## src/hdl/spr_map.svh

```systemverilog
`ifndef SPR_MAP_SVH
`define SPR_MAP_SVH

// ==========================================================
// Register byte offsets.
`define SPR_ADR_CTRL      8'h00
`define SPR_ADR_SP1       8'h04
`define SPR_ADR_SP4       8'h10
`define SPR_ADR_MAKE      8'h14
`define SPR_ADR_BREAK     8'h18
`define SPR_ADR_CAL_LO    8'h1C
`define SPR_ADR_CAL_HI    8'h20
`define SPR_ADR_SPAN_BOT  8'h24
`define SPR_ADR_SPAN_TOP  8'h28
`define SPR_ADR_STATUS    8'h2C

// ==========================================================
// Reset values.
`define SPR_CTRL_RST      32'h0000_0F02
`define SPR_SP_RST        16'h270F
`define SPR_CAL_LO_RST    16'h0FA0
`define SPR_CAL_HI_RST    16'h4E20
`define SPR_SPAN_BOT_RST  16'h0000
`define SPR_SPAN_TOP_RST  16'h270F

// ==========================================================
// Calibration limits: microamps in current mode, millivolts in voltage mode; delay limit in seconds.
`define SPR_LO_MIN_UA     16'h012C
`define SPR_MID_UA        16'h4650
`define SPR_HI_MAX_UA     16'h5DC0
`define SPR_LO_MIN_MV     16'hFDA8
`define SPR_MID_MV        16'h1F40
`define SPR_HI_MAX_MV     16'h283C
`define SPR_DELAY_MAX     14'h270F

// ==========================================================
// Timing.
`define SPR_SECOND_NS     1000000000
`define SPR_CLK_PERIOD_NS 10

`endif

```

## src/hdl/spr_pkg.sv

```systemverilog
package spr_pkg;

   // Bar colour codes.
   typedef enum logic [1:0] {
      SPR_GREEN  = 2'h0,
      SPR_ORANGE = 2'h1,
      SPR_RED    = 2'h2
   } spr_col_t;

   // Polarity editor states.
   typedef enum logic [1:0] {
      SPR_ED_IDLE = 2'h1,
      SPR_ED_EDIT = 2'h2
   } spr_ed_t;

   // Control word layout.
   typedef struct packed {
      logic [9:0]           rsvd;
      spr_col_t [3:0]       sp_col;
      spr_col_t             base_col;
      logic [3:0]           pol_high;
      logic [3:0]           band_en;
      logic                 out_volt;
      logic                 fill_empty;
      logic                 readout_on;
      logic                 center;
   } spr_ctrl_t;

   // Status word layout.
   typedef struct packed {
      logic [18:0]          rsvd;
      logic                 cal_reject;
      logic                 readout_lit;
      spr_col_t             colour;
      logic [3:0]           relay;
      logic [3:0]           alarm;
      logic                 out_fitted;
   } spr_stat_t;

endpackage

```

## src/hdl/spr_ctrl.sv

```systemverilog
`timescale 1ns/1ns
`default_nettype none
`include "spr_map.svh"

module spr_ctrl
   import spr_pkg::*;
#(
   parameter int unsigned SEC_CYCLES = `SPR_SECOND_NS / `SPR_CLK_PERIOD_NS
) (
   // Clock and reset.
   input  wire logic               clk_i,
   input  wire logic               rst_i,
   // Wishbone slave.
   input  wire logic               cyc_i,
   input  wire logic               stb_i,
   input  wire logic               we_i,
   input  wire logic [7:0]         adr_i,
   input  wire logic [3:0]         sel_i,
   input  wire logic [31:0]        dat_i,
   output logic      [31:0]        dat_o,
   output logic                    ack_o,
   // Reading source.
   input  wire logic               rdg_valid_i,
   input  wire logic signed [15:0] rdg_i,
   // Front panel and module detect.
   input  wire logic               btn_press_i,
   input  wire logic               proc_done_i,
   input  wire logic               pol_edit_start_i,
   input  wire logic               pol_flip_i,
   input  wire logic               pol_next_i,
   input  wire logic               out_fitted_i,
   // Relays, display and output.
   output logic      [3:0]         relay_o,
   output logic      [3:0]         led_o,
   output spr_col_t                bar_col_o,
   output logic                    bar_center_o,
   output logic                    bar_up_o,
   output logic                    readout_on_o,
   output logic      [3:0]         edit_digit_o,
   output logic                    skip_out_cal_o,
   output logic signed [15:0]      out_level_o
);

   // ==========================================================
   // Register storage.
   spr_ctrl_t               ctrl_ff;         // Control word.
   logic signed [15:0]      sp_ff [4];       // Setpoints one to four.
   logic        [13:0]      make_ff;         // Make delay in seconds.
   logic        [13:0]      break_ff;        // Break delay in seconds.
   logic signed [15:0]      cal_lo_ff;       // Low output level.
   logic signed [15:0]      cal_hi_ff;       // High output level.
   logic signed [15:0]      bot_ff;          // Reading at low level.
   logic signed [15:0]      top_ff;          // Reading at high level.
   logic                    cal_rej_ff;      // Last calibration write refused.
   logic                    ack_ff;          // Bus acknowledge.
   logic        [31:0]      dat_ff;          // Read data.
   spr_ed_t                 ed_ff;           // Polarity editor state.
   logic        [1:0]       ed_idx_ff;       // Digit under edit.
   logic                    view_ff;         // Panel procedure in progress.
   logic                    cap_done_ff;     // Module detect taken.
   logic                    fitted_ff;       // Output module present.
   logic        [3:0]       alarm_ff;        // Per-setpoint alarm.
   logic                    raw1_ff;         // Setpoint one wanted state.
   logic        [31:0]      sec_cnt_ff;      // Second prescaler.
   logic        [13:0]      dly_cnt_ff;      // Elapsed delay seconds.
   spr_col_t                col_ff;          // Bar zone colour.
   logic                    bar_up_ff;       // Bar direction.
   logic                    relay1_ff;       // Setpoint one relay.
   logic        [3:1]       relay_ff;        // Undelayed relays.
   logic                    readout_ff;      // Digits lit.
   logic signed [15:0]      level_ff;        // Output level.

   // ==========================================================
   // Bus decode.
   logic                    req;             // New access this cycle.
   logic                    wr;              // Write strobe.

   assign req = cyc_i && stb_i && !ack_ff;
   assign wr  = req && we_i;

   // Byte-lane merge of a write into an old word.
   function automatic logic [31:0] merge(input logic [31:0] old, input logic [31:0] nw,
                                         input logic [3:0] sel);
      logic [31:0] res;
      res = old;
      for (int b = 0; b < 4; b++) begin
         if (sel[b]) begin
            res[8*b +: 8] = nw[8*b +: 8];
         end
      end
      return res;
   endfunction

   // Offset match for a given register.
   function automatic logic hit(input logic [7:0] adr, input logic [7:0] reg_adr);
      return adr[7:2] == reg_adr[7:2];
   endfunction

   // Ack one cycle after the request; dropped the following cycle.
   always_ff @(posedge clk_i) begin
      if (rst_i) begin
         ack_ff <= 1'b0;
      end else begin
         ack_ff <= req;
      end
   end

   // ==========================================================
   // Calibration limit checks on the merged write value.
   logic [31:0]             cal_new;
   logic signed [15:0]      cal_v;
   logic                    lo_ok;
   logic                    hi_ok;

   assign cal_new = merge(32'(hit(adr_i, `SPR_ADR_CAL_LO) ? cal_lo_ff : cal_hi_ff), dat_i, sel_i);
   assign cal_v   = cal_new[15:0];
   assign lo_ok = (ctrl_ff.out_volt
                   ? (cal_v >= $signed(`SPR_LO_MIN_MV) && cal_v <= $signed(`SPR_MID_MV))
                   : (cal_v >= $signed(`SPR_LO_MIN_UA) && cal_v <= $signed(`SPR_MID_UA)))
                  && cal_v < cal_hi_ff;
   assign hi_ok = (ctrl_ff.out_volt
                   ? (cal_v >= $signed(`SPR_MID_MV) && cal_v <= $signed(`SPR_HI_MAX_MV))
                   : (cal_v >= $signed(`SPR_MID_UA) && cal_v <= $signed(`SPR_HI_MAX_UA)))
                  && cal_v > cal_lo_ff;

   // Control word: bus writes plus panel polarity edits; the edit is applied last.
   always_ff @(posedge clk_i) begin
      if (rst_i) begin
         ctrl_ff <= spr_ctrl_t'(`SPR_CTRL_RST);
      end else begin
         if (wr && hit(adr_i, `SPR_ADR_CTRL)) begin
            ctrl_ff <= spr_ctrl_t'(merge(32'(ctrl_ff), dat_i, sel_i) & 32'h003F_FFFF);
         end
         if (ed_ff == SPR_ED_EDIT && pol_flip_i) begin
            ctrl_ff.pol_high[ed_idx_ff] <= !ctrl_ff.pol_high[ed_idx_ff];
         end
      end
   end

   // Setpoints, one per generated slot.
   for (genvar g = 0; g < 4; g++) begin : g_sp
      always_ff @(posedge clk_i) begin
         if (rst_i) begin
            sp_ff[g] <= `SPR_SP_RST;
         end else if (wr && adr_i[7:2] == 6'(g + 1)) begin
            sp_ff[g] <= 16'(merge(32'(sp_ff[g]), dat_i, sel_i));
         end
      end
   end

   // Delays, spans and checked calibration levels.
   always_ff @(posedge clk_i) begin
      logic [31:0] v;
      v = merge(32'h0, dat_i, sel_i);
      if (rst_i) begin
         make_ff    <= 14'h0;
         break_ff   <= 14'h0;
         bot_ff     <= `SPR_SPAN_BOT_RST;
         top_ff     <= `SPR_SPAN_TOP_RST;
         cal_lo_ff  <= `SPR_CAL_LO_RST;
         cal_hi_ff  <= `SPR_CAL_HI_RST;
         cal_rej_ff <= 1'b0;
      end else if (wr) begin
         // Delays are clipped to their largest setting rather than refused.
         if (hit(adr_i, `SPR_ADR_MAKE)) begin
            make_ff <= (v[15:0] > 16'(`SPR_DELAY_MAX)) ? `SPR_DELAY_MAX : v[13:0];
         end else if (hit(adr_i, `SPR_ADR_BREAK)) begin
            break_ff <= (v[15:0] > 16'(`SPR_DELAY_MAX)) ? `SPR_DELAY_MAX : v[13:0];
         end else if (hit(adr_i, `SPR_ADR_SPAN_BOT)) begin
            bot_ff <= 16'(merge(32'(bot_ff), dat_i, sel_i));
         end else if (hit(adr_i, `SPR_ADR_SPAN_TOP)) begin
            top_ff <= 16'(merge(32'(top_ff), dat_i, sel_i));
         end else if (hit(adr_i, `SPR_ADR_CAL_LO)) begin
            // Out-of-range levels keep the old value so the output never jumps.
            if (lo_ok) begin
               cal_lo_ff <= cal_v;
            end
            cal_rej_ff <= !lo_ok;
         end else if (hit(adr_i, `SPR_ADR_CAL_HI)) begin
            if (hi_ok) begin
               cal_hi_ff <= cal_v;
            end
            cal_rej_ff <= !hi_ok;
         end
      end
   end

   // Read data, latched with the ack; unmapped offsets read zero.
   always_ff @(posedge clk_i) begin
      spr_stat_t st;
      st = '0;
      st.cal_reject  = cal_rej_ff;
      st.readout_lit = readout_ff;
      st.colour      = col_ff;
      st.relay       = {relay_ff, relay1_ff};
      st.alarm       = alarm_ff;
      st.out_fitted  = fitted_ff;
      if (rst_i) begin
         dat_ff <= 32'h0;
      end else if (req && !we_i) begin
         if (hit(adr_i, `SPR_ADR_CTRL)) begin
            dat_ff <= 32'(ctrl_ff);
         end else if (adr_i[7:2] >= 6'h01 && adr_i[7:2] <= 6'(`SPR_ADR_SP4 >> 2)) begin
            dat_ff <= {16'h0, sp_ff[2'(adr_i[7:2] - 6'h01)]};
         end else if (hit(adr_i, `SPR_ADR_MAKE)) begin
            dat_ff <= {18'h0, make_ff};
         end else if (hit(adr_i, `SPR_ADR_BREAK)) begin
            dat_ff <= {18'h0, break_ff};
         end else if (hit(adr_i, `SPR_ADR_CAL_LO)) begin
            dat_ff <= {16'h0, cal_lo_ff};
         end else if (hit(adr_i, `SPR_ADR_CAL_HI)) begin
            dat_ff <= {16'h0, cal_hi_ff};
         end else if (hit(adr_i, `SPR_ADR_SPAN_BOT)) begin
            dat_ff <= {16'h0, bot_ff};
         end else if (hit(adr_i, `SPR_ADR_SPAN_TOP)) begin
            dat_ff <= {16'h0, top_ff};
         end else if (hit(adr_i, `SPR_ADR_STATUS)) begin
            dat_ff <= 32'(st);
         end else begin
            dat_ff <= 32'h0;
         end
      end
   end

   // ==========================================================
   // Panel: polarity editor, readout relight and module detect.
   always_ff @(posedge clk_i) begin
      if (rst_i) begin
         ed_ff     <= SPR_ED_IDLE;
         ed_idx_ff <= 2'h0;
      end else begin
         case (ed_ff)
            SPR_ED_IDLE: begin
               if (pol_edit_start_i) begin
                  ed_ff     <= SPR_ED_EDIT;
                  ed_idx_ff <= 2'h0;
               end
            end
            SPR_ED_EDIT: begin
               // Digits run left to right, one to four, then editing ends.
               if (pol_next_i) begin
                  ed_idx_ff <= ed_idx_ff + 2'h1;
                  if (ed_idx_ff == 2'h3) begin
                     ed_ff <= SPR_ED_IDLE;
                  end
               end
            end
            default: begin
               ed_ff <= SPR_ED_IDLE;
            end
         endcase
      end
   end

   // A press and a finish in the same cycle keep the digits lit.
   always_ff @(posedge clk_i) begin
      if (rst_i) begin
         view_ff    <= 1'b0;
         readout_ff <= 1'b1;
      end else begin
         view_ff    <= btn_press_i || (view_ff && !proc_done_i);
         readout_ff <= ctrl_ff.readout_on || btn_press_i || (view_ff && !proc_done_i);
      end
   end

   // The module strap is taken once, on the first edge after reset.
   always_ff @(posedge clk_i) begin
      if (rst_i) begin
         cap_done_ff <= 1'b0;
         fitted_ff   <= 1'b0;
      end else if (!cap_done_ff) begin
         cap_done_ff <= 1'b1;
         fitted_ff   <= out_fitted_i;
      end
   end

   // ==========================================================
   // Setpoint evaluation, done on every reading.
   logic [3:0]              alarm_nxt;
   logic                    band_on;
   logic                    nxt_raw1;
   spr_col_t                nxt_col;

   assign band_on = ctrl_ff.fill_empty && (sp_ff[1] > sp_ff[0]);

   always_comb begin
      logic signed [15:0] best;
      logic               any;
      best = 16'sh0;
      any  = 1'b0;
      // Extreme setpoints simply never trip; nothing else suppresses them.
      for (int i = 0; i < 4; i++) begin
         alarm_nxt[i] = ctrl_ff.pol_high[i] ? (rdg_i > sp_ff[i])
                                            : (rdg_i < sp_ff[i]);
      end
      // Band hysteresis on setpoint one holds its state between the limits.
      nxt_raw1 = alarm_nxt[0];
      if (band_on) begin
         if (!ctrl_ff.pol_high[0]) begin
            nxt_raw1 = (rdg_i < sp_ff[0]) || (raw1_ff && rdg_i < sp_ff[1]);
         end else begin
            nxt_raw1 = (rdg_i > sp_ff[1]) || (raw1_ff && rdg_i > sp_ff[0]);
         end
      end
      // Highest passed setpoint sets the colour; ascending scan lets ties go upward.
      nxt_col = ctrl_ff.base_col;
      for (int i = 0; i < 4; i++) begin
         if (rdg_i > sp_ff[i] && (!any || sp_ff[i] >= best)) begin
            nxt_col = ctrl_ff.sp_col[i];
            best    = sp_ff[i];
            any     = 1'b1;
         end
      end
   end

   // Latch comparisons, colour and bar direction on each reading.
   always_ff @(posedge clk_i) begin
      if (rst_i) begin
         alarm_ff  <= 4'h0;
         raw1_ff   <= 1'b0;
         relay_ff  <= 3'h0;
         col_ff    <= SPR_GREEN;
         bar_up_ff <= 1'b1;
      end else if (rdg_valid_i) begin
         alarm_ff  <= alarm_nxt;
         raw1_ff   <= nxt_raw1;
         relay_ff  <= alarm_nxt[3:1];
         col_ff    <= nxt_col;
         bar_up_ff <= rdg_i >= 16'sh0;
      end
   end

   // ==========================================================
   // Setpoint one make and break delays, counted in whole seconds.
   logic [13:0]             dly_need;

   assign dly_need = raw1_ff ? make_ff : break_ff;

   // Any return to the relay state restarts the count from zero.
   always_ff @(posedge clk_i) begin
      if (rst_i) begin
         relay1_ff  <= 1'b0;
         sec_cnt_ff <= 32'h0;
         dly_cnt_ff <= 14'h0;
      end else if (raw1_ff == relay1_ff) begin
         sec_cnt_ff <= 32'h0;
         dly_cnt_ff <= 14'h0;
      end else if (dly_cnt_ff >= dly_need) begin
         relay1_ff  <= raw1_ff;
         sec_cnt_ff <= 32'h0;
         dly_cnt_ff <= 14'h0;
      end else if (sec_cnt_ff == 32'(SEC_CYCLES - 1)) begin
         sec_cnt_ff <= 32'h0;
         dly_cnt_ff <= dly_cnt_ff + 14'h1;
      end else begin
         sec_cnt_ff <= sec_cnt_ff + 32'h1;
      end
   end

   // ==========================================================
   // Output scaling: linear through both points, floored at the low level.
   logic signed [16:0]      d_rdg;
   logic signed [16:0]      d_span;
   logic signed [16:0]      d_lev;
   logic signed [35:0]      lin;
   logic signed [15:0]      out_max;

   assign d_rdg   = 17'(rdg_i) - 17'(bot_ff);
   assign d_span  = 17'(top_ff) - 17'(bot_ff);
   assign d_lev   = 17'(cal_hi_ff) - 17'(cal_lo_ff);
   assign out_max = ctrl_ff.out_volt ? `SPR_HI_MAX_MV : `SPR_HI_MAX_UA;
   // A zero span cannot be divided; it pins the output at the low level.
   assign lin = (d_span == 17'sh0) ? 36'(cal_lo_ff)
              : 36'(cal_lo_ff) + (36'(d_rdg) * 36'(d_lev)) / 36'(d_span);

   always_ff @(posedge clk_i) begin
      if (rst_i) begin
         level_ff <= `SPR_CAL_LO_RST;
      end else if (rdg_valid_i) begin
         if (lin < 36'(cal_lo_ff)) begin
            level_ff <= cal_lo_ff;
         end else if (lin > 36'(out_max)) begin
            level_ff <= out_max;
         end else begin
            level_ff <= 16'(lin);
         end
      end
   end

   // ==========================================================
   // Outputs.
   assign dat_o          = dat_ff;
   assign ack_o          = ack_ff;
   assign relay_o        = {relay_ff, relay1_ff};
   assign led_o          = {relay_ff, relay1_ff};
   assign bar_col_o      = col_ff;
   assign bar_center_o   = ctrl_ff.center;
   assign bar_up_o       = bar_up_ff;
   assign readout_on_o   = readout_ff;
   assign edit_digit_o   = (ed_ff == SPR_ED_EDIT) ? 4'(4'h1 << ed_idx_ff) : 4'h0;
   assign skip_out_cal_o = cap_done_ff && !fitted_ff;
   assign out_level_o    = level_ff;
endmodule

`default_nettype wire

```

## config.mk

```make
export PLATFORM = sky130hd
export DESIGN_NAME = spr_ctrl
export DESIGN_NICKNAME = d
export VERILOG_FILES = /design/src/hdl/spr_pkg.sv /design/src/hdl/spr_ctrl.sv
export VERILOG_INCLUDE_DIRS = /design/src /design/src/hdl
export SDC_FILE = /design/constraint.sdc
export NUM_CORES = 2
export LEC_CHECK = 0
export ABC_AREA = 0
export ABC_CLOCK_PERIOD_IN_PS = 106600
export BUFFER_PORTS_ARGS = -buffer_cell sky130_fd_sc_hd__buf_2
export CAP_MARGIN = 20
export CORE_UTILIZATION = 45
export CTS_CLUSTER_SIZE = 14
export DETAILED_ROUTE_END_ITERATION = 8
export MAX_ROUTING_LAYER = met4
export PLACE_DENSITY_LB_ADDON = 0.15
export SYNTH_ARGS = -nofsm -noshare
export SYNTH_HDL_FRONTEND = slang
export SYNTH_SLANG_ARGS = --single-unit
export TNS_END_PERCENT = 20
```

## constraint.sdc

```tcl
create_clock -name clk_i -period 106.6 [get_ports clk_i]
set_clock_uncertainty 0.2 [all_clocks]
set_input_delay 5.33 -clock clk_i [delete_from_list [all_inputs] [get_ports clk_i]]
set_output_delay 5.33 -clock clk_i [all_outputs]
set_load 0.05 [all_outputs]
```

==> run_results.csv <==
group,metric,value,unit
outcome,outcome,"finished, final reports clean",
synth,synth_top_area_share,18.1,%
min_path,min_path_type,"reg -> reg",
synth,synth_mux_area_share,4.49,%
global_routing,grt_pass1_vias,82439,
cts,cts_tree,"yes",
synth,synth_area_leaders,"ha_1 (18%), fa_1 (8.1%), dfxtp_1 (5.9%), nand2_1 (5.3%), nor2_1 (5.2%)",
final_layout,final_cell_area,98100,um^2
floorplanning,rows,148,
sta,final_max_slew_viol_count,0,
synth,synth_xor_area_share,7.71,%
placement,dp_hpwl,272000,um
sta,worstMarginPinSlew,1.14,ns
floorplanning,fp.dieW,407,um
worst_setup_path,reg2reg_depth,492,
detailed_routing,wl_per_cell,22.4,um
cts,root_buffer,"clkbuf_16",
global_routing,grt_pass1_wl,493000,um
sta,relSlewSlack,23.8,%
min_path,min_path_cells,2,
synth,yosysWarnings,0,
synth,synth-adder-area-share,26.2,%
sta,fmax,9.79,MHz
cts,clkLatencyLatePin,0.60,ns
synth,synth_async_sr_flop_share,0,%
synth,synth_flop_cell,"dfxtp_1",
cts,cts.sinks,281,
sta,finalCriticalPeriod,102.17,ns
worst_setup_path,critPathSlowestCell,"fa_1",
detailed_routing,num_vias,85372,
worst_setup_path,cpPeakStageDelay,0.57,ns
placement,gp_congestion,1.04,
synth,synth_edf_count,64,
final_layout,drive_gt1_share,26.2,%
placement,place_area,95100,um^2
floorplanning,die_area,166000,um^2
worst_setup_path,start_kind,"primary input",
final_layout,final_cell_count_no_fill,14597,
worst_setup_path,r2r_start,"cal_lo_ff[2]$_SDFFE_PP0P_",
synth,synthSimpleGateAreaFrac,22.2,%
final_layout,nFillCells,15321,
final_layout,final_nets,13823,
detailed_routing,drc_errors,0,
final_layout,final_util,60.2,%
synth,yosys.area.top_type,"ha_1",
detailed_routing,viasPerCell,5.85,
synth,netlist_area,73900,um^2
cts,cts.clk_slew.worst_paths,0.06,ns
synth,synth_top_family_by_area,"adder cells",
global_routing,antenna_found_initial,13,
worst_setup_path,timing.rr.end,"out_level_o[9]$_SDFFE_PP1P_",
sta,setup_tns,0,ns
worst_setup_path,endpoint,"out_level_o[9]$_SDFFE_PP1P_",
sta,setup_violations,0,
synth,avgSynthCellArea,7.43,um^2
cts,clockBufferDepth,3,
synth,ys_types,125,
worst_setup_path,rrSetupSlack,7.67,ns
detailed_routing,dr.pass1.iters,7,
detailed_routing,dr.first_iter.drc_count,7327,
global_routing,grt-ovfl-total,0,
placement,port_buffers,115,
global_routing,grt_usage,39.1,%
sta,timing_hold_violations_final,0,
synth,synth_cells,9953,
synth,synth-compound-area-share,25.2,%
global_routing,grt_max_degree,91,
cts,cts_max_level,1,
floorplanning,start_util,45.4,%
placement,dp.cells,14470,
floorplanning,core_area,163000,um^2
floorplanning,dieHeight,407,um
sta,post-route-period-util,95.8,%
final_layout,syn_to_final_growth,32.7,%
worst_setup_path,path_max_fanout,30,
synth,yosysSeqAreaShare,8.48,%
detailed_routing,drtAntennaViolNets,0,
worst_setup_path,arrival,102.41,ns
worst_setup_path,critPathCaptureType,"flip-flop",
cts,cts_made_buffers,31,
synth,ys_seq_elements,281,
worst_setup_path,required,106.85,ns
job,max_cap_viol_count,0,
worst_setup_path,crit_start,"rdg_i[1]",
floorplanning,num_io_pins,139,
detailed_routing,drt-total-wl,327000,um
worst_setup_path,cpMostUsedCell,"buf_4",
worst_setup_path,critical_path_class,"in -> reg",
[critical path, delay by kind of cell]
| kind | cells | cell delay [ns] |
|---|---|---|
| simple gates | 122 | 19.68 |
| fa+ha+maj | 44 | 14.09 |
| buf+inv | 88 | 13.90 |
| mux | 8 | 1.99 |
| xor+xnor | 4 | 0.78 |
| compound gates | 230 | 46.39 |
[kinds of logic (layout without fill, tap and decap cells)]
family / Yosys count / in the layout
and+or+nand+nor: 3503 / 3503
AOI/OAI and AO/OA: 2765 / 2765
adders and majority gates: 1368 / 1368
buffers and inverters: 1088 / 3342
xor gates and xnor gates: 651 / 651
muxes: 295 / 295
DFF: 281 / 281
other: 2 / 217
[cell type report]
type | instances | area, um^2 | area share (%)
Inverter | 715 | 2680 | 2.74
Clock inverter | 16 | 250 | 0.255
Clock buffer | 41 | 853 | 0.870
Multi-Input combinational cell | 8784 | 65900 | 67.2
Tap cell | 2175 | 2720 | 2.78
Timing Repair Buffer | 2570 | 19300 | 19.7
Sequential cell | 281 | 6270 | 6.39
Antenna cell | 15 | 37.5 | 0.0383
[cell usage after synthesis (114+ instances only)]
| library cell | number |
|---|---|
| ha_1 | 1068 |
| a211oi_1 | 123 |
| nand2b_1 | 122 |
| a21o_1 | 285 |
| mux2_2 | 125 |
| inv_1 | 711 |
| nand2_1 | 1053 |
| nand3_1 | 194 |
| a31oi_1 | 123 |
| xor2_1 | 245 |
| xnor2_1 | 406 |
| nor2_1 | 1032 |
| nand4_1 | 131 |
| dfxtp_1 | 217 |
| clkbuf_1 | 290 |
| mux2i_1 | 153 |
| nor2b_1 | 135 |
| nor3_1 | 280 |
| o21a_1 | 221 |
| fa_1 | 300 |
| o21ai_0 | 470 |
| and2_1 | 114 |
| a21oi_1 | 677 |
[worst min path at each step]
stage / to / slack [ns] / startpoint
floorplan: readout_on_o$_SDFF_PP1_ / 0.22 / view_ff$_SDFF_PP0_
global placement: dat_o[21]$_SDFFE_PP0P_ / 0.24 / dat_o[21]$_SDFFE_PP0P_
detailed placement: readout_on_o$_SDFF_PP1_ / 0.24 / view_ff$_SDFF_PP0_
CTS: readout_on_o$_SDFF_PP1_ / 0.25 / view_ff$_SDFF_PP0_
global route: dat_o[1]$_SDFFE_PP0P_ / 0.27 / dat_o[1]$_SDFFE_PP0P_
finish: dat_o[9]$_SDFFE_PP0P_ / 0.26 / dat_o[9]$_SDFFE_PP0P_
[placed cells by master (no fill, tap or decap), drive strengths merged, types with 195 or more instances in the layout]
master	netlist	routed
a21o	285	285
a21oi	688	688
buf	83	2570
conb	2	202
dfxtp	217	217
fa	300	300
ha	1068	1068
inv	714	717
nand2	1053	1053
nand3	195	195
nor2	1034	1034
nor3	283	283
o21a	221	221
o21ai	525	525
xnor2	406	406
xor2	245	245
[sequential cells by signal (all words and copies together) (netlist names), 2 cells and up]
register / cells
sec_cnt_ff: 32
sp_ff: 64
bar_col_o: 2
ed_ff: 2
ctrl_ff: 21
cal_hi_ff: 16
make_ff: 14
alarm_ff: 4
bot_ff: 16
out_level_o: 16
top_ff: 16
break_ff: 14
dat_o: 22
dly_cnt_ff: 14
ed_idx_ff: 2
cal_lo_ff: 16
[metal layers]
| metal | share of wire (%) | vias up | wire [um] | global-route usage, % |
|---|---|---|---|---|
| li1 | - | 40532 | - | - |
| met1 | 43 | 40814 | 141000 | 50.8 |
| met2 | 44 | 3321 | 146000 | 61.6 |
| met3 | 7.6 | 705 | 24900 | 4.75 |
| met4 | 4.9 | 0 | 16000 | 15.4 |
| met5 | 0 | - | 0 | - |
[through the flow]
step,setup slack [ns],hold slack (ns)
6_report,4.43,0.256
5_1_grt,-0.355,0.269
4_1_cts,0.107,0.254
3_5_place_dp,-2.52,0.243
3_3_place_gp,-1.54,0.243
2_1_floorplan,0.0962,0.215
[timing repair]
item / 4_1_cts / 5_1_grt
gates cloned: 0 / 0
endpoints found under the hold margin: 0 / 0
resized for setup: 55 / 294
setup buffers: 15 / 39
setup endpoints to repair: 16 / 16
pin swaps: 7 / 83
hold buffers: 0 / 0
Power is not shown: default switching activity piles up to over one toggle a cycle in this logic, so the estimate is an artifact.
